`src/logic/chg_opt_regs.svh`:
```
`ifndef CHG_OPT_REGS_SVH
`define CHG_OPT_REGS_SVH

// Byte addresses on the register port; each 16-bit register is two bytes.
`define CHG_ADDR_MODE_LO      8'h34
`define CHG_ADDR_MODE_HI      8'h35
`define CHG_ADDR_HOT_LO       8'h36
`define CHG_ADDR_HOT_HI       8'h37

// Reset values.
`define CHG_MODE_RESET        16'h0000
`define CHG_HOT_RESET         16'h4a54
`define CHG_LIM_RESET_PCT     10'd150
`define CHG_UV_RESET_MV       13'd6000

// Field positions in the mode register.
`define CHG_B_HIGHZ           15
`define CHG_B_RESTORE         14
`define CHG_B_REMEASURE       13
`define CHG_B_REVERSE         12
`define CHG_B_OPTIMIZER       11
`define CHG_B_BATOFF          1
`define CHG_B_PMSEL           0

// Field positions in the hot alert register.
`define CHG_F_LIM             15:11
`define CHG_F_DEG             10:9
`define CHG_F_UV              7:6
`define CHG_B_EXTEND          5
`define CHG_F_WIDTH           4:3
`define CHG_B_CLEAR           2

// Clock rate and times in their own units.
`define CHG_CLK_MHZ           40
`define CHG_T_DEG0_US         15
`define CHG_T_DEG1_US         100
`define CHG_T_DEG2_US         400
`define CHG_T_DEG3_US         800
`define CHG_T_UV_US           20
`define CHG_T_WID0_US         100
`define CHG_T_WID1_MS         1
`define CHG_T_WID2_MS         10
`define CHG_T_WID3_MS         5

// Cycle counts derived from the times and the clock rate.
`define CHG_US_CYC(t)         ((t) * `CHG_CLK_MHZ)
`define CHG_MS_CYC(t)         ((t) * 1000 * `CHG_CLK_MHZ)

`endif

```
`src/logic/chg_pkg.sv`:
```
package chg_pkg;

    // Processor hot output sequencer.
    typedef enum logic [1:0]
    {
        CHG_HOT_IDLE,
        CHG_HOT_PULSE,
        CHG_HOT_HOLD
    } chg_hot_state_t;

    typedef logic [18:0] chg_hot_cnt_t;
    typedef logic [15:0] chg_deg_cnt_t;

endpackage : chg_pkg

```
`src/logic/chg_opt_regs.sv`:
```
// Summary of operation
// - High-impedance bit gives idle mode; above lockout regulator on, system fed from battery.
// - Restore bit reloads every register here to defaults, then clears itself.
// - Remeasure bit stops converter until measurement done, then self-clears.
// - Reverse supply only while its enable bit and the pin are both high.
// - Current optimizer runs only while its enable bit is set.
// - In idle mode battery switch on when bit is 0, off when 1.
// - In reverse supply the power monitor select bit picks its report.
// - Second limit code maps to percent, 5% steps then 50% steps.
// - The all-ones second limit code is ignored.
// - Critical current is 110% of the second limit.
// - Critical current must persist for selected deglitch before alert.
// - Undervoltage must persist for a fixed 20 us before alert.
// - Undervoltage code selects threshold for one cell or multi-cell packs.
// - With extension on, alert output stays low until host clears it.
// - Without extension each alert pulse lasts at least the selected width.
// - Writing 0 to pulse clear ends a held pulse; bit idles at 1.
`include "chg_opt_regs.svh"

module chg_opt_regs
    import chg_pkg::*;
#(
    parameter int unsigned DEG2_CYC = `CHG_US_CYC(`CHG_T_DEG2_US),
    parameter int unsigned DEG3_CYC = `CHG_US_CYC(`CHG_T_DEG3_US),
    parameter int unsigned WID1_CYC = `CHG_MS_CYC(`CHG_T_WID1_MS),
    parameter int unsigned WID2_CYC = `CHG_MS_CYC(`CHG_T_WID2_MS),
    parameter int unsigned WID3_CYC = `CHG_MS_CYC(`CHG_T_WID3_MS)
)
(
    // Clock and reset.
    input  wire logic        ref_clk,
    input  wire logic        resetn,
    // Byte register port from the serial interface.
    input  wire logic [7:0]  reg_addr,
    input  wire logic [7:0]  reg_wdata,
    input  wire logic        reg_wr,
    input  wire logic        reg_rd,
    output logic      [7:0]  reg_rdata,
    // Supply and pin status.
    input  wire logic        vbus_above_lockout,
    input  wire logic        reverse_supply_pin,
    input  wire logic        cell_count_one,
    input  wire logic        floor_measure_done,
    // Comparator results from the analog front end.
    input  wire logic        over_second_limit,
    input  wire logic        over_critical_current,
    input  wire logic        sys_below_level,
    // Mode controls.
    output logic             highz_enable,
    output logic             internal_regulator_on,
    output logic             system_from_battery,
    output logic             restore_defaults,
    output logic             converter_disable,
    output logic             reverse_supply_active,
    output logic             optimizer_enable,
    output logic             battery_switch_on,
    output logic             power_monitor_reverse_select,
    // Alert thresholds.
    output logic      [9:0]  second_current_limit_pct,
    output logic      [12:0] critical_current_pct_x10,
    output logic      [12:0] system_undervoltage_mv,
    // Processor hot output, active low.
    output logic             processor_hot_alert_n
);

    logic [15:0]    mode_r;
    logic [15:0]    mode_nxt;
    logic [15:0]    hot_r;
    logic [15:0]    hot_nxt;
    logic [7:0]     rdata_r;
    logic [7:0]     rd_mux;
    logic [9:0]     lim_r;
    logic [9:0]     lim_pct;
    logic [12:0]    uv_r;
    logic [12:0]    uv_mv;
    logic [4:0]     lim_code;
    logic           lim_valid;
    logic           mode_wr_lo;
    logic           mode_wr_hi;
    logic           hot_wr_lo;
    logic           hot_wr_hi;
    logic [1:0]     dg_cond;
    logic [1:0]     dg_qual;
    chg_deg_cnt_t   dg_tgt [2];
    chg_deg_cnt_t   dg_cnt_r [2];
    logic           alert_event;
    chg_hot_state_t hot_st_r;
    chg_hot_state_t hot_st_nxt;
    chg_hot_cnt_t   hot_cnt_r;
    chg_hot_cnt_t   hot_cnt_nxt;
    chg_hot_cnt_t   wid_cyc;
    logic           hot_n_r;
    chg_hot_cnt_t   low_len_r;

    // Byte write strobes.
    assign mode_wr_lo = reg_wr && (reg_addr == `CHG_ADDR_MODE_LO);
    assign mode_wr_hi = reg_wr && (reg_addr == `CHG_ADDR_MODE_HI);
    assign hot_wr_lo  = reg_wr && (reg_addr == `CHG_ADDR_HOT_LO);
    assign hot_wr_hi  = reg_wr && (reg_addr == `CHG_ADDR_HOT_HI);

    // Read decode; unmapped addresses read as zero. Reserved bits are kept
    // as stored so they read back what was written.
    always_comb
    begin
        if (reg_addr == `CHG_ADDR_MODE_LO)
            rd_mux = mode_r[7:0];
        else if (reg_addr == `CHG_ADDR_MODE_HI)
            rd_mux = mode_r[15:8];
        else if (reg_addr == `CHG_ADDR_HOT_LO)
            rd_mux = hot_r[7:0];
        else if (reg_addr == `CHG_ADDR_HOT_HI)
            rd_mux = hot_r[15:8];
        else
            rd_mux = 8'h00;
    end

    // Next register contents. A pending restore overrides everything else,
    // so a write landing in the restore cycle is lost by design.
    always_comb
    begin
        mode_nxt = mode_r;
        hot_nxt  = hot_r;
        if (mode_wr_lo)
            mode_nxt[7:0] = reg_wdata;
        if (mode_wr_hi)
            mode_nxt[15:8] = reg_wdata; // Host write beats the done strobe.
        else if (floor_measure_done)
            mode_nxt[`CHG_B_REMEASURE] = 1'b0;
        if (hot_wr_lo)
            hot_nxt[7:0] = reg_wdata;
        else if (!hot_r[`CHG_B_CLEAR])
            hot_nxt[`CHG_B_CLEAR] = 1'b1;
        if (hot_wr_hi)
            hot_nxt[15:8] = reg_wdata;
        if (mode_r[`CHG_B_RESTORE])
        begin
            mode_nxt = `CHG_MODE_RESET;
            hot_nxt  = `CHG_HOT_RESET;
        end
    end

    // Register storage and read data.
    always_ff @(posedge ref_clk or negedge resetn)
    begin
        if (!resetn)
        begin
            mode_r  <= `CHG_MODE_RESET;
            hot_r   <= `CHG_HOT_RESET;
            rdata_r <= 8'h00;
        end
        else
        begin
            mode_r  <= mode_nxt;
            hot_r   <= hot_nxt;
            rdata_r <= reg_rd ? rd_mux : rdata_r;
        end
    end

    assign reg_rdata = rdata_r;

    // Mode controls, decoded straight from the stored bits and pins.
    assign highz_enable          = mode_r[`CHG_B_HIGHZ];
    assign internal_regulator_on = vbus_above_lockout;
    assign system_from_battery   = highz_enable && vbus_above_lockout;
    assign restore_defaults      = mode_r[`CHG_B_RESTORE];
    assign converter_disable     = mode_r[`CHG_B_REMEASURE];
    assign reverse_supply_active = mode_r[`CHG_B_REVERSE]
                                   && reverse_supply_pin;
    assign optimizer_enable      = mode_r[`CHG_B_OPTIMIZER];
    assign battery_switch_on     = !(highz_enable
                                     && mode_r[`CHG_B_BATOFF]);
    assign power_monitor_reverse_select = reverse_supply_active
                                          && mode_r[`CHG_B_PMSEL];

    // Second limit percentage. Code zero has no defined level, so it is
    // treated like the out-of-range code and the last level is kept.
    assign lim_code  = hot_r[`CHG_F_LIM];
    assign lim_valid = (lim_code != 5'h00) && (lim_code != 5'h1f);
    assign lim_pct   = (lim_code <= 5'h19)
                     ? 10'(10'd105 + 10'(lim_code) * 10'd5)
                     : 10'(10'd250 + 10'(lim_code - 5'h1a) * 10'd50);

    // Undervoltage level in millivolts, 250 mV per code step.
    assign uv_mv = (cell_count_one ? 13'd2850 : 13'd5750)
                 + 13'(hot_r[`CHG_F_UV]) * 13'd250;

    // Registered threshold outputs.
    always_ff @(posedge ref_clk or negedge resetn)
    begin
        if (!resetn)
        begin
            lim_r <= `CHG_LIM_RESET_PCT;
            uv_r  <= `CHG_UV_RESET_MV;
        end
        else
        begin
            lim_r <= lim_valid ? lim_pct : lim_r;
            uv_r  <= uv_mv;
        end
    end

    assign second_current_limit_pct = lim_r;
    assign critical_current_pct_x10 = 13'(lim_r) * 13'd11;
    assign system_undervoltage_mv   = uv_r;

    // Deglitch targets: channel 0 critical current, channel 1 undervoltage.
    assign dg_cond[0] = over_critical_current;
    assign dg_cond[1] = sys_below_level;
    assign dg_tgt[0]  = (hot_r[`CHG_F_DEG] == 2'b00)
                      ? 16'(`CHG_US_CYC(`CHG_T_DEG0_US))
                      : (hot_r[`CHG_F_DEG] == 2'b01)
                      ? 16'(`CHG_US_CYC(`CHG_T_DEG1_US))
                      : (hot_r[`CHG_F_DEG] == 2'b10)
                      ? 16'(DEG2_CYC) : 16'(DEG3_CYC);
    assign dg_tgt[1]  = 16'(`CHG_US_CYC(`CHG_T_UV_US));

    // A condition qualifies once it has held for the target number of
    // cycles; any single quiet cycle restarts the count.
    genvar g;
    for (g = 0; g < 2; g++)
    begin : g_dg
        always_ff @(posedge ref_clk or negedge resetn)
        begin
            if (!resetn)
                dg_cnt_r[g] <= 16'h0000;
            else if (!dg_cond[g])
                dg_cnt_r[g] <= 16'h0000;
            else if (!dg_qual[g])
                dg_cnt_r[g] <= dg_cnt_r[g] + 16'h0001;
        end

        assign dg_qual[g] = dg_cond[g]
                            && (dg_cnt_r[g] >= dg_tgt[g] - 16'h0001);

        property p_deglitch;
            @(posedge ref_clk) disable iff (!resetn)
            !dg_cond[g] |=> !dg_qual[g];
        endproperty
        a_deglitch: assert property (p_deglitch)
            else $error("Alert condition qualified without deglitch.");
    end

    assign alert_event = over_second_limit || dg_qual[0] || dg_qual[1];

    // Pulse width in cycles.
    assign wid_cyc = (hot_r[`CHG_F_WIDTH] == 2'b00)
                   ? 19'(`CHG_US_CYC(`CHG_T_WID0_US))
                   : (hot_r[`CHG_F_WIDTH] == 2'b01) ? 19'(WID1_CYC)
                   : (hot_r[`CHG_F_WIDTH] == 2'b10) ? 19'(WID2_CYC)
                   : 19'(WID3_CYC);

    // Hot output sequencer. A plain pulse stretches while the event stays,
    // so the width is a minimum, never a fixed length.
    always_comb
    begin
        hot_st_nxt  = hot_st_r;
        hot_cnt_nxt = hot_cnt_r;
        case (hot_st_r)
            CHG_HOT_IDLE:
                if (alert_event)
                begin
                    hot_cnt_nxt = 19'h00000;
                    hot_st_nxt  = hot_r[`CHG_B_EXTEND] ? CHG_HOT_HOLD
                                                      : CHG_HOT_PULSE;
                end
            CHG_HOT_PULSE:
                if (hot_r[`CHG_B_EXTEND])
                    hot_st_nxt = CHG_HOT_HOLD;
                else if (hot_cnt_r >= wid_cyc - 19'h00001)
                begin
                    if (!alert_event)
                        hot_st_nxt = CHG_HOT_IDLE;
                end
                else
                    hot_cnt_nxt = hot_cnt_r + 19'h00001;
            CHG_HOT_HOLD:
                if (!hot_r[`CHG_B_CLEAR])
                    hot_st_nxt = CHG_HOT_IDLE;
            default:
                hot_st_nxt = CHG_HOT_IDLE;
        endcase
    end

    // Sequencer state and registered active-low output.
    always_ff @(posedge ref_clk or negedge resetn)
    begin
        if (!resetn)
        begin
            hot_st_r  <= CHG_HOT_IDLE;
            hot_cnt_r <= 19'h00000;
            hot_n_r   <= 1'b1;
        end
        else
        begin
            hot_st_r  <= hot_st_nxt;
            hot_cnt_r <= hot_cnt_nxt;
            hot_n_r   <= (hot_st_nxt == CHG_HOT_IDLE);
        end
    end

    assign processor_hot_alert_n = hot_n_r;

    // Helper for checks: cycles the output has been low so far. It
    // saturates, so a pulse stretched for a long time never wraps back.
    always_ff @(posedge ref_clk or negedge resetn)
    begin
        if (!resetn)
            low_len_r <= 19'h00000;
        else
            low_len_r <= hot_n_r ? 19'h00000
                       : (&low_len_r) ? low_len_r
                       : low_len_r + 19'h00001;
    end

    property p_highz;
        @(posedge ref_clk) disable iff (!resetn)
        (highz_enable && vbus_above_lockout)
            |-> (system_from_battery && internal_regulator_on);
    endproperty
    a_highz: assert property (p_highz)
        else $error("Idle mode not feeding system from battery.");

    property p_restore;
        @(posedge ref_clk) disable iff (!resetn)
        (mode_wr_hi && reg_wdata[6])
            |=> restore_defaults
            ##1 (mode_r == `CHG_MODE_RESET && hot_r == `CHG_HOT_RESET
                 && !restore_defaults);
    endproperty
    a_restore: assert property (p_restore)
        else $error("Restore did not reload defaults and clear itself.");

    property p_remeasure_hold;
        @(posedge ref_clk) disable iff (!resetn)
        (converter_disable && !floor_measure_done && !mode_wr_hi
         && !restore_defaults) |=> converter_disable;
    endproperty
    a_remeasure_hold: assert property (p_remeasure_hold)
        else $error("Converter restarted before measurement finished.");

    property p_remeasure_done;
        @(posedge ref_clk) disable iff (!resetn)
        (converter_disable && floor_measure_done && !mode_wr_hi)
            |=> !converter_disable;
    endproperty
    a_remeasure_done: assert property (p_remeasure_done)
        else $error("Remeasure bit did not self-clear.");

    property p_reverse;
        @(posedge ref_clk) disable iff (!resetn)
        $rose(reverse_supply_active)
            |-> (reverse_supply_pin && $past(mode_nxt[`CHG_B_REVERSE]));
    endproperty
    a_reverse: assert property (p_reverse)
        else $error("Reverse supply entered without bit and pin.");

    property p_batoff;
        @(posedge ref_clk) disable iff (!resetn)
        (mode_wr_hi && reg_wdata[7] && !restore_defaults
         && mode_r[`CHG_B_BATOFF] && !mode_wr_lo) |=> !battery_switch_on;
    endproperty
    a_batoff: assert property (p_batoff)
        else $error("Battery switch left on in idle mode.");

    property p_ignore;
        @(posedge ref_clk) disable iff (!resetn)
        (hot_r[`CHG_F_LIM] == 5'h1f) |=> $stable(second_current_limit_pct);
    endproperty
    a_ignore: assert property (p_ignore)
        else $error("Out-of-range limit code changed the level.");

    property p_width;
        @(posedge ref_clk) disable iff (!resetn)
        ($rose(processor_hot_alert_n) && $past(hot_st_r) == CHG_HOT_PULSE
         && $stable(hot_r[`CHG_F_WIDTH]))
            |-> ($past(low_len_r) >= wid_cyc - 19'h00001);
    endproperty
    a_width: assert property (p_width)
        else $error("Hot pulse shorter than the selected width.");

    property p_hold;
        @(posedge ref_clk) disable iff (!resetn)
        (hot_st_r == CHG_HOT_HOLD && hot_r[`CHG_B_CLEAR])
            |=> !processor_hot_alert_n;
    endproperty
    a_hold: assert property (p_hold)
        else $error("Held hot output released without a clear.");

    property p_clear;
        @(posedge ref_clk) disable iff (!resetn)
        (hot_st_r == CHG_HOT_HOLD && !hot_r[`CHG_B_CLEAR])
            |=> (processor_hot_alert_n
                 ##1 (hot_r[`CHG_B_CLEAR] || $past(hot_wr_lo)));
    endproperty
    a_clear: assert property (p_clear)
        else $error("Pulse clear did not end the pulse and idle.");

endmodule : chg_opt_regs

```
`config.mk`:
```
export PLATFORM = sky130hd
export DESIGN_NAME = chg_opt_regs
export DESIGN_NICKNAME = d
export VERILOG_FILES = /design/src/logic/chg_pkg.sv /design/src/logic/chg_opt_regs.sv
export VERILOG_INCLUDE_DIRS = /design/src /design/src/logic
export SDC_FILE = /design/constraint.sdc
export NUM_CORES = 1
export LEC_CHECK = 0
export BUFFER_PORTS_ARGS = -buffer_cell sky130_fd_sc_hd__buf_4
export CORE_UTILIZATION = 25
export DETAILED_ROUTE_END_ITERATION = 10
export SLEW_MARGIN = 15
export SYNTH_ARGS = -nofsm -noshare
export SYNTH_HDL_FRONTEND = slang
export SYNTH_SLANG_ARGS = --single-unit
export TNS_END_PERCENT = 30
```
`constraint.sdc`:
```
create_clock -name ref_clk -period 5.4 [get_ports ref_clk]
set_input_delay 0.81 -clock ref_clk [delete_from_list [all_inputs] [get_ports ref_clk]]
set_output_delay 0.81 -clock ref_clk [all_outputs]
set_load 0.02 [all_outputs]
```
== Word-level counts from Yosys, hierarchy flattened ==
Cells that the tools add are included.

* Word-level logic and storage cells: 112
* Register bits after elaboration: 117
* Output and inout bits: 54
* Bits of input ports: 27

* Add/sub/neg operators: 9
* Mux-type cells: 38
* Reductions and logical operators: 26
* Equal/unequal tests: 16
* Multipliers: 4
* $lt $le $gt $ge: 4

{| class="wikitable"
|+ Operator list
! kind !! number
|-
| $mux W19 || 6
|-
| $mux W16 || 6
|-
| $mux W8 || 6
|-
| $mux W15 || 3
|-
| $pmux W19 S2 || 1
|-
| $add A16 B1 Y16 const B || 2
|-
| $eq A8 B6 Y1 const B || 4
|-
| $add A19 B1 Y19 const B || 1
|-
| $ge A19 B19 Y1 || 1
|-
| $sub A19 B1 Y19 const B || 1
|-
| $ge A16 B10 Y1 const B || 1
|-
| $ge A16 B16 Y1 || 1
|-
| $mux W2 || 8
|-
| $sub A15 B1 Y16 const B || 1
|-
| $add A13 B10 Y13 || 1
|-
| $mul A10 B4 Y13 const B || 1
|-
| $mux W13 || 1
|-
| $logic_and A1 B1 Y1 || 11
|-
| $add A8 B10 Y10 const A || 1
|-
| $mul A10 B5 Y9 const B || 1
|-
| $mux W10 || 1
|-
| $mux W5 || 2
|-
| $ne A2 B2 Y1 const B || 5
|-
| $reduce_bool A2 Y1 || 5
|-
| other kinds (16) || 26
|}

== Longest topological paths before layout ==
* Word-level depth: 14
* Gate-level depth with buffers: 15
* Gate-level depth less buffers: 15

== Worst setup path before layout ==
Ideal clock, no wire load.

* Path type: register to output
* Start point: register lim_r[3], in the netlist second_current_limit_pct[3]
* End point: output port critical_current_pct_x10[12]
* Setup slack: 1.482 ns
* Data required time: 4.590 ns
* Data arrival time: 3.108 ns
* Cell stages (with the launch flop): 12
* Buffers on the path: 0
* Path through: dfrtp_1 ha_1 inv_1 fa_1 inv_1 ha_1 a21o_1 a21oi_1 o21ai_1 or4_1 a2111o_1 o211a_1

* Word-level cells in the longest chain between the ends: 1

{| class="wikitable"
|+ RTL lines
! element !! RTL line !! text
|-
| from (decl) || chg_opt_regs.sv:72 || <nowiki>logic [9:0] lim_r;</nowiki>
|-
| from (signal assigned) || chg_opt_regs.sv:192 || <nowiki>lim_r <= `CHG_LIM_RESET_PCT;</nowiki>
|-
| from (signal assigned) || chg_opt_regs.sv:197 || <nowiki>lim_r <= lim_valid ? lim_pct : lim_r;</nowiki>
|-
| $mul A10 B4 Y13 || chg_opt_regs.sv:203 || <nowiki>assign critical_current_pct_x10 = 13'(lim_r) * 13'd11;</nowiki>
|-
| to (decl) || chg_opt_regs.sv:60 || <nowiki>output logic [12:0] critical_current_pct_x10,</nowiki>
|}

No other way between the ends.

== Final worst setup path ==
Same ends and word-level chain as after synthesis.

==> impl_metrics.env <==
export IMPL_status="completed"
export IMPL_numCtsBuffers=17
export IMPL_yosys_warnings=0
export IMPL_vias_per_cell=4.66
export IMPL_cts_hold_buf=0
export IMPL_core_area_mm2=0.0317
export IMPL_maxSlewViolCount=0
export IMPL_worstSetupEndpointType="primary output"
export IMPL_synthMuxAreaShare_pct=5.82
export IMPL_syn_area_mm2=0.00810
export IMPL_leakagePower_nw=4.65
export IMPL_slew_headroom_pct=30.1
export IMPL_post_dp_hpwl_um=14200
export IMPL_worstPathRequired_ps=4590
export IMPL_rr_startpoint="hot_r[12]"
export IMPL_syn2layout_area_growth_pct=20.3
export IMPL_clk_latency_ps=420
export IMPL_drive_gt1_share_pct=15.7
export IMPL_fp_dieW_um=182
export IMPL_reg2reg_slack_ps=1490
export IMPL_synthArstFlopShare_pct=100
export IMPL_cp_start_kind="flip-flop"
export IMPL_start_util_pct=25.6
export IMPL_critPathKind="flip-flop to primary output"
export IMPL_synth_seq_cells=116
export IMPL_yosys_area_share_xor_xnor_pct=6.55
export IMPL_final_antenna_net_count=0
export IMPL_antenna_found_initial=1
export IMPL_clock_fmax_ghz=0.221
export IMPL_htreeDepth=4
export IMPL_setup_viol=0
export IMPL_synth_top_family_by_area="simple AND/OR/NAND/NOR gates"
export IMPL_dr_pass1_iters=4
export IMPL_placedCellCount=1311
export IMPL_clk_path_buf_depth=2
export IMPL_synth_compound_area_share_pct=10.2
export IMPL_post_cts_resized=0
export IMPL_seq_area_frac_synth_pct=36.1
export IMPL_yosysUniqueCellTypes=67
export IMPL_synth_adder_area_share_pct=17.8
export IMPL_grt_max_degree=60
export IMPL_synth_enable_flop_cells=0
export IMPL_path_clk_slew_ps=60
export IMPL_synth_main_ff_cell="dfrtp_1"
export IMPL_gp_congestion=0.827
export IMPL_cp_max_fo=5
export IMPL_tightest_slew_ps=1040
export IMPL_critical_path_max_stage_delay_ps=500
export IMPL_crit_start="second_current_limit_pct[3]"
export IMPL_io_pins=81
export IMPL_synth_fp_nets=985
export IMPL_die_h_um=182
export IMPL_critPathSlowestCell="fa_1"
export IMPL_grt_first_pass_wirelength_um=31800
export IMPL_fin_tns_setup_ps=0
export IMPL_synthCells=850
export IMPL_dieArea_mm2=0.0331
export IMPL_maxCapViolations=0
export IMPL_synth_avg_cell_area_um2=9.53
export IMPL_wirelength_um=18800
export IMPL_postCtsSetupBuffers=0
export IMPL_synth_simple_gate_area_share_pct=18.0
export IMPL_dpl_instance_area_mm2=0.00914
export IMPL_rsz0062_at_grt="false"
export IMPL_peakVddDrop_mv=0.531
export IMPL_finalHoldViolations=0
export IMPL_finalCritPeriodShare_pct=83.9
export IMPL_hold_path_class="input pin to asynchronous set/reset pin"
export IMPL_grt_use_total_pct=12.1
export IMPL_fin_skew_ps=9.58
export IMPL_via_count=6259
export IMPL_clockRootBuffer="clkbuf_16"
export IMPL_cts_tree="done"
export IMPL_layout_min_cycle_time_ps=4530
export IMPL_grt_ovfl_total=0
export IMPL_final_cells=1343
export IMPL_grt_pass1_vias=6264
export IMPL_stdcell_area_mm2=0.00975
export IMPL_cp_arrival_ps=3720
export IMPL_wl_per_cell_um=14.0
export IMPL_worstPathCellList="ha_1 > inv_1 > fa_1 > inv_1 > ha_1 > a21o_1 > a21oi_1 > o21ai_1 > or4_1 > a2111o_1 > o211a_1 > buf_4"
export IMPL_fin_nets=1063
export IMPL_first_iter_violations=379
export IMPL_power_density_mw_per_mm2=401
export IMPL_clock_sinks=116
export IMPL_rows=65
export IMPL_post_route_drc_count=0
export IMPL_io_buffers=79
-- per-layer routing --
| layer | routed length (um) | GRT usage (%) | up-vias |
|---|---|---|---|
| met4 | 228 | 4.27 | 0 |
| li1 | - | - | 3128 |
| met5 | 0 | 0 | - |
| met3 | 648 | 2.75 | 13 |
| met1 | 8720 | 15.3 | 3019 |
| met2 | 9170 | 20.0 | 99 |
-- registers in the layout, indices dropped and copies added, names as in the netlist --
name / count
system_undervoltage_mv: 12
hot_cnt_r: 19
reg_rdata: 8
hot_r: 16
dg_cnt_r: 32
mode_r: 16
hot_st_r: 2
processor_hot_alert_n: 1
second_current_limit_pct: 10
-- critical path, delay by kind of cell, from the launching register on --
kind / cells / cell delay (ps)
buffers and inverters: 3 / 240
DFF: 1 / 430
adders and majority gates: 3 / 1130
and+or+nand+nor: 1 / 440
AOI/OAI and AO/OA: 5 / 1060
-- worst paths after layout --
| check | end | cells past startpoint |
|---|---|---|
| max reg2reg | second_current_limit_pct[9] | 14 |
| min in group ref_clk | dg_cnt_r[13] | 1 |
| max in group asynchronous | hot_cnt_r[8] | 2 |
| min reg2reg | dg_cnt_r[13] | 1 |
| max | critical_current_pct_x10[12] | 12 |
| min | dg_cnt_r[31] | 1 |
-- cell families after synthesis --
family	Yosys count
flip-flops	116
AND/OR/NAND/NOR	293
multiplexers	37
buffers and inverters	113
other	2
AO/OA/AOI/OAI	122
XOR/XNOR	59
adder cells (fa/ha/maj)	108
-- stage by stage --
step | power [mW] | util [%] | setup slack (ps) | hold slack [ps]
after global placement | 2.73 | 28.8 | 1370 | 471
after CTS | 3.95 | 30.7 | 840 | 486
after global routing | 4.19 | 30.7 | 665 | 503
after floorplan | 2.25 | - | 1480 | 454
after detailed placement | 2.76 | 28.8 | 1310 | 472
final | 3.91 | 30.7 | 870 | 464
-- cell usage after synthesis (all sizes together) (2+ instances only) --
cell type / number / area [um^2]
dfrtp: 98 / 2450
ha: 96 / 1200
inv: 88 / 330
nor2: 78 / 293
nand2: 64 / 240
nand3: 37 / 185
a21oi: 30 / 150
xnor2: 29 / 254
xor2: 29 / 254
mux2i: 28 / 280
and2: 22 / 138
o21ai: 22 / 110
clkbuf: 20 / 75.1
nor3: 19 / 100
dfstp: 18 / 473
nand4: 18 / 113
fa: 12 / 240
o211ai: 11 / 82.6
o31ai: 11 / 82.6
and3: 9 / 61.3
or3: 9 / 56.3
or4: 9 / 67.6
mux4: 8 / 180
a211oi: 7 / 52.6
a21o: 6 / 45.0
nand2b: 6 / 37.5
buf: 5 / 31.3
o21a: 5 / 37.5
nor4: 4 / 25.0
o22ai: 4 / 25.0
a2111oi: 3 / 32.5
a311o: 3 / 30.0
and4: 3 / 26.3
nor3b: 3 / 22.5
nor4b: 3 / 26.3
o211a: 3 / 30.0
a2111o: 2 / 22.5
a221oi: 2 / 17.5
conb: 2 / 7.51
nor2b: 2 / 12.5
or2: 2 / 12.5
-- power by group --
group          internal [mW]  switching (mW)
Sequential             0.964          0.0954
Clock                  0.757           0.411
Combinational          0.764           0.917
Total                   2.49            1.42
-- cell type report --
cell class                      count  area [um^2]
Clock inverter                      9          129
Timing Repair Buffer               84          631
Sequential cell                   116         2930
Inverter                           88          330
Antenna cell                        1         2.50
Tap cell                          402          503
Fill cell                        3317        22000
Multi-Input combinational cell    621         4750
Clock buffer                       22          474
-- placed cells by master (no fill, tap or decap), drive strengths merged, types with 4 or more instances in the layout --
cell    synthesis  final
nor2           78     78
mux2i          28     28
nand2b          6      6
clkinv          0      4
nand3          37     37
fa             12     12
inv            88     88
dfstp          18     18
o31ai          11     11
nor3           19     19
o211ai         11     11
a21oi          30     30
ha             96     96
and3            9      9
and2           22     22
mux4            8      8
o21ai          22     22
xor2           29     29
nor4            4      4
xnor2          29     29
or4             9      9
or3             9      9
dfrtp          98     98
a21o            6      6
nand2          64     64
a211oi          7      7
o21a            5      5
clkbuf         20     22
o22ai           4      4
buf             5     84
nand4          18     18
Note: power is estimated with default switching activity, not from simulation.
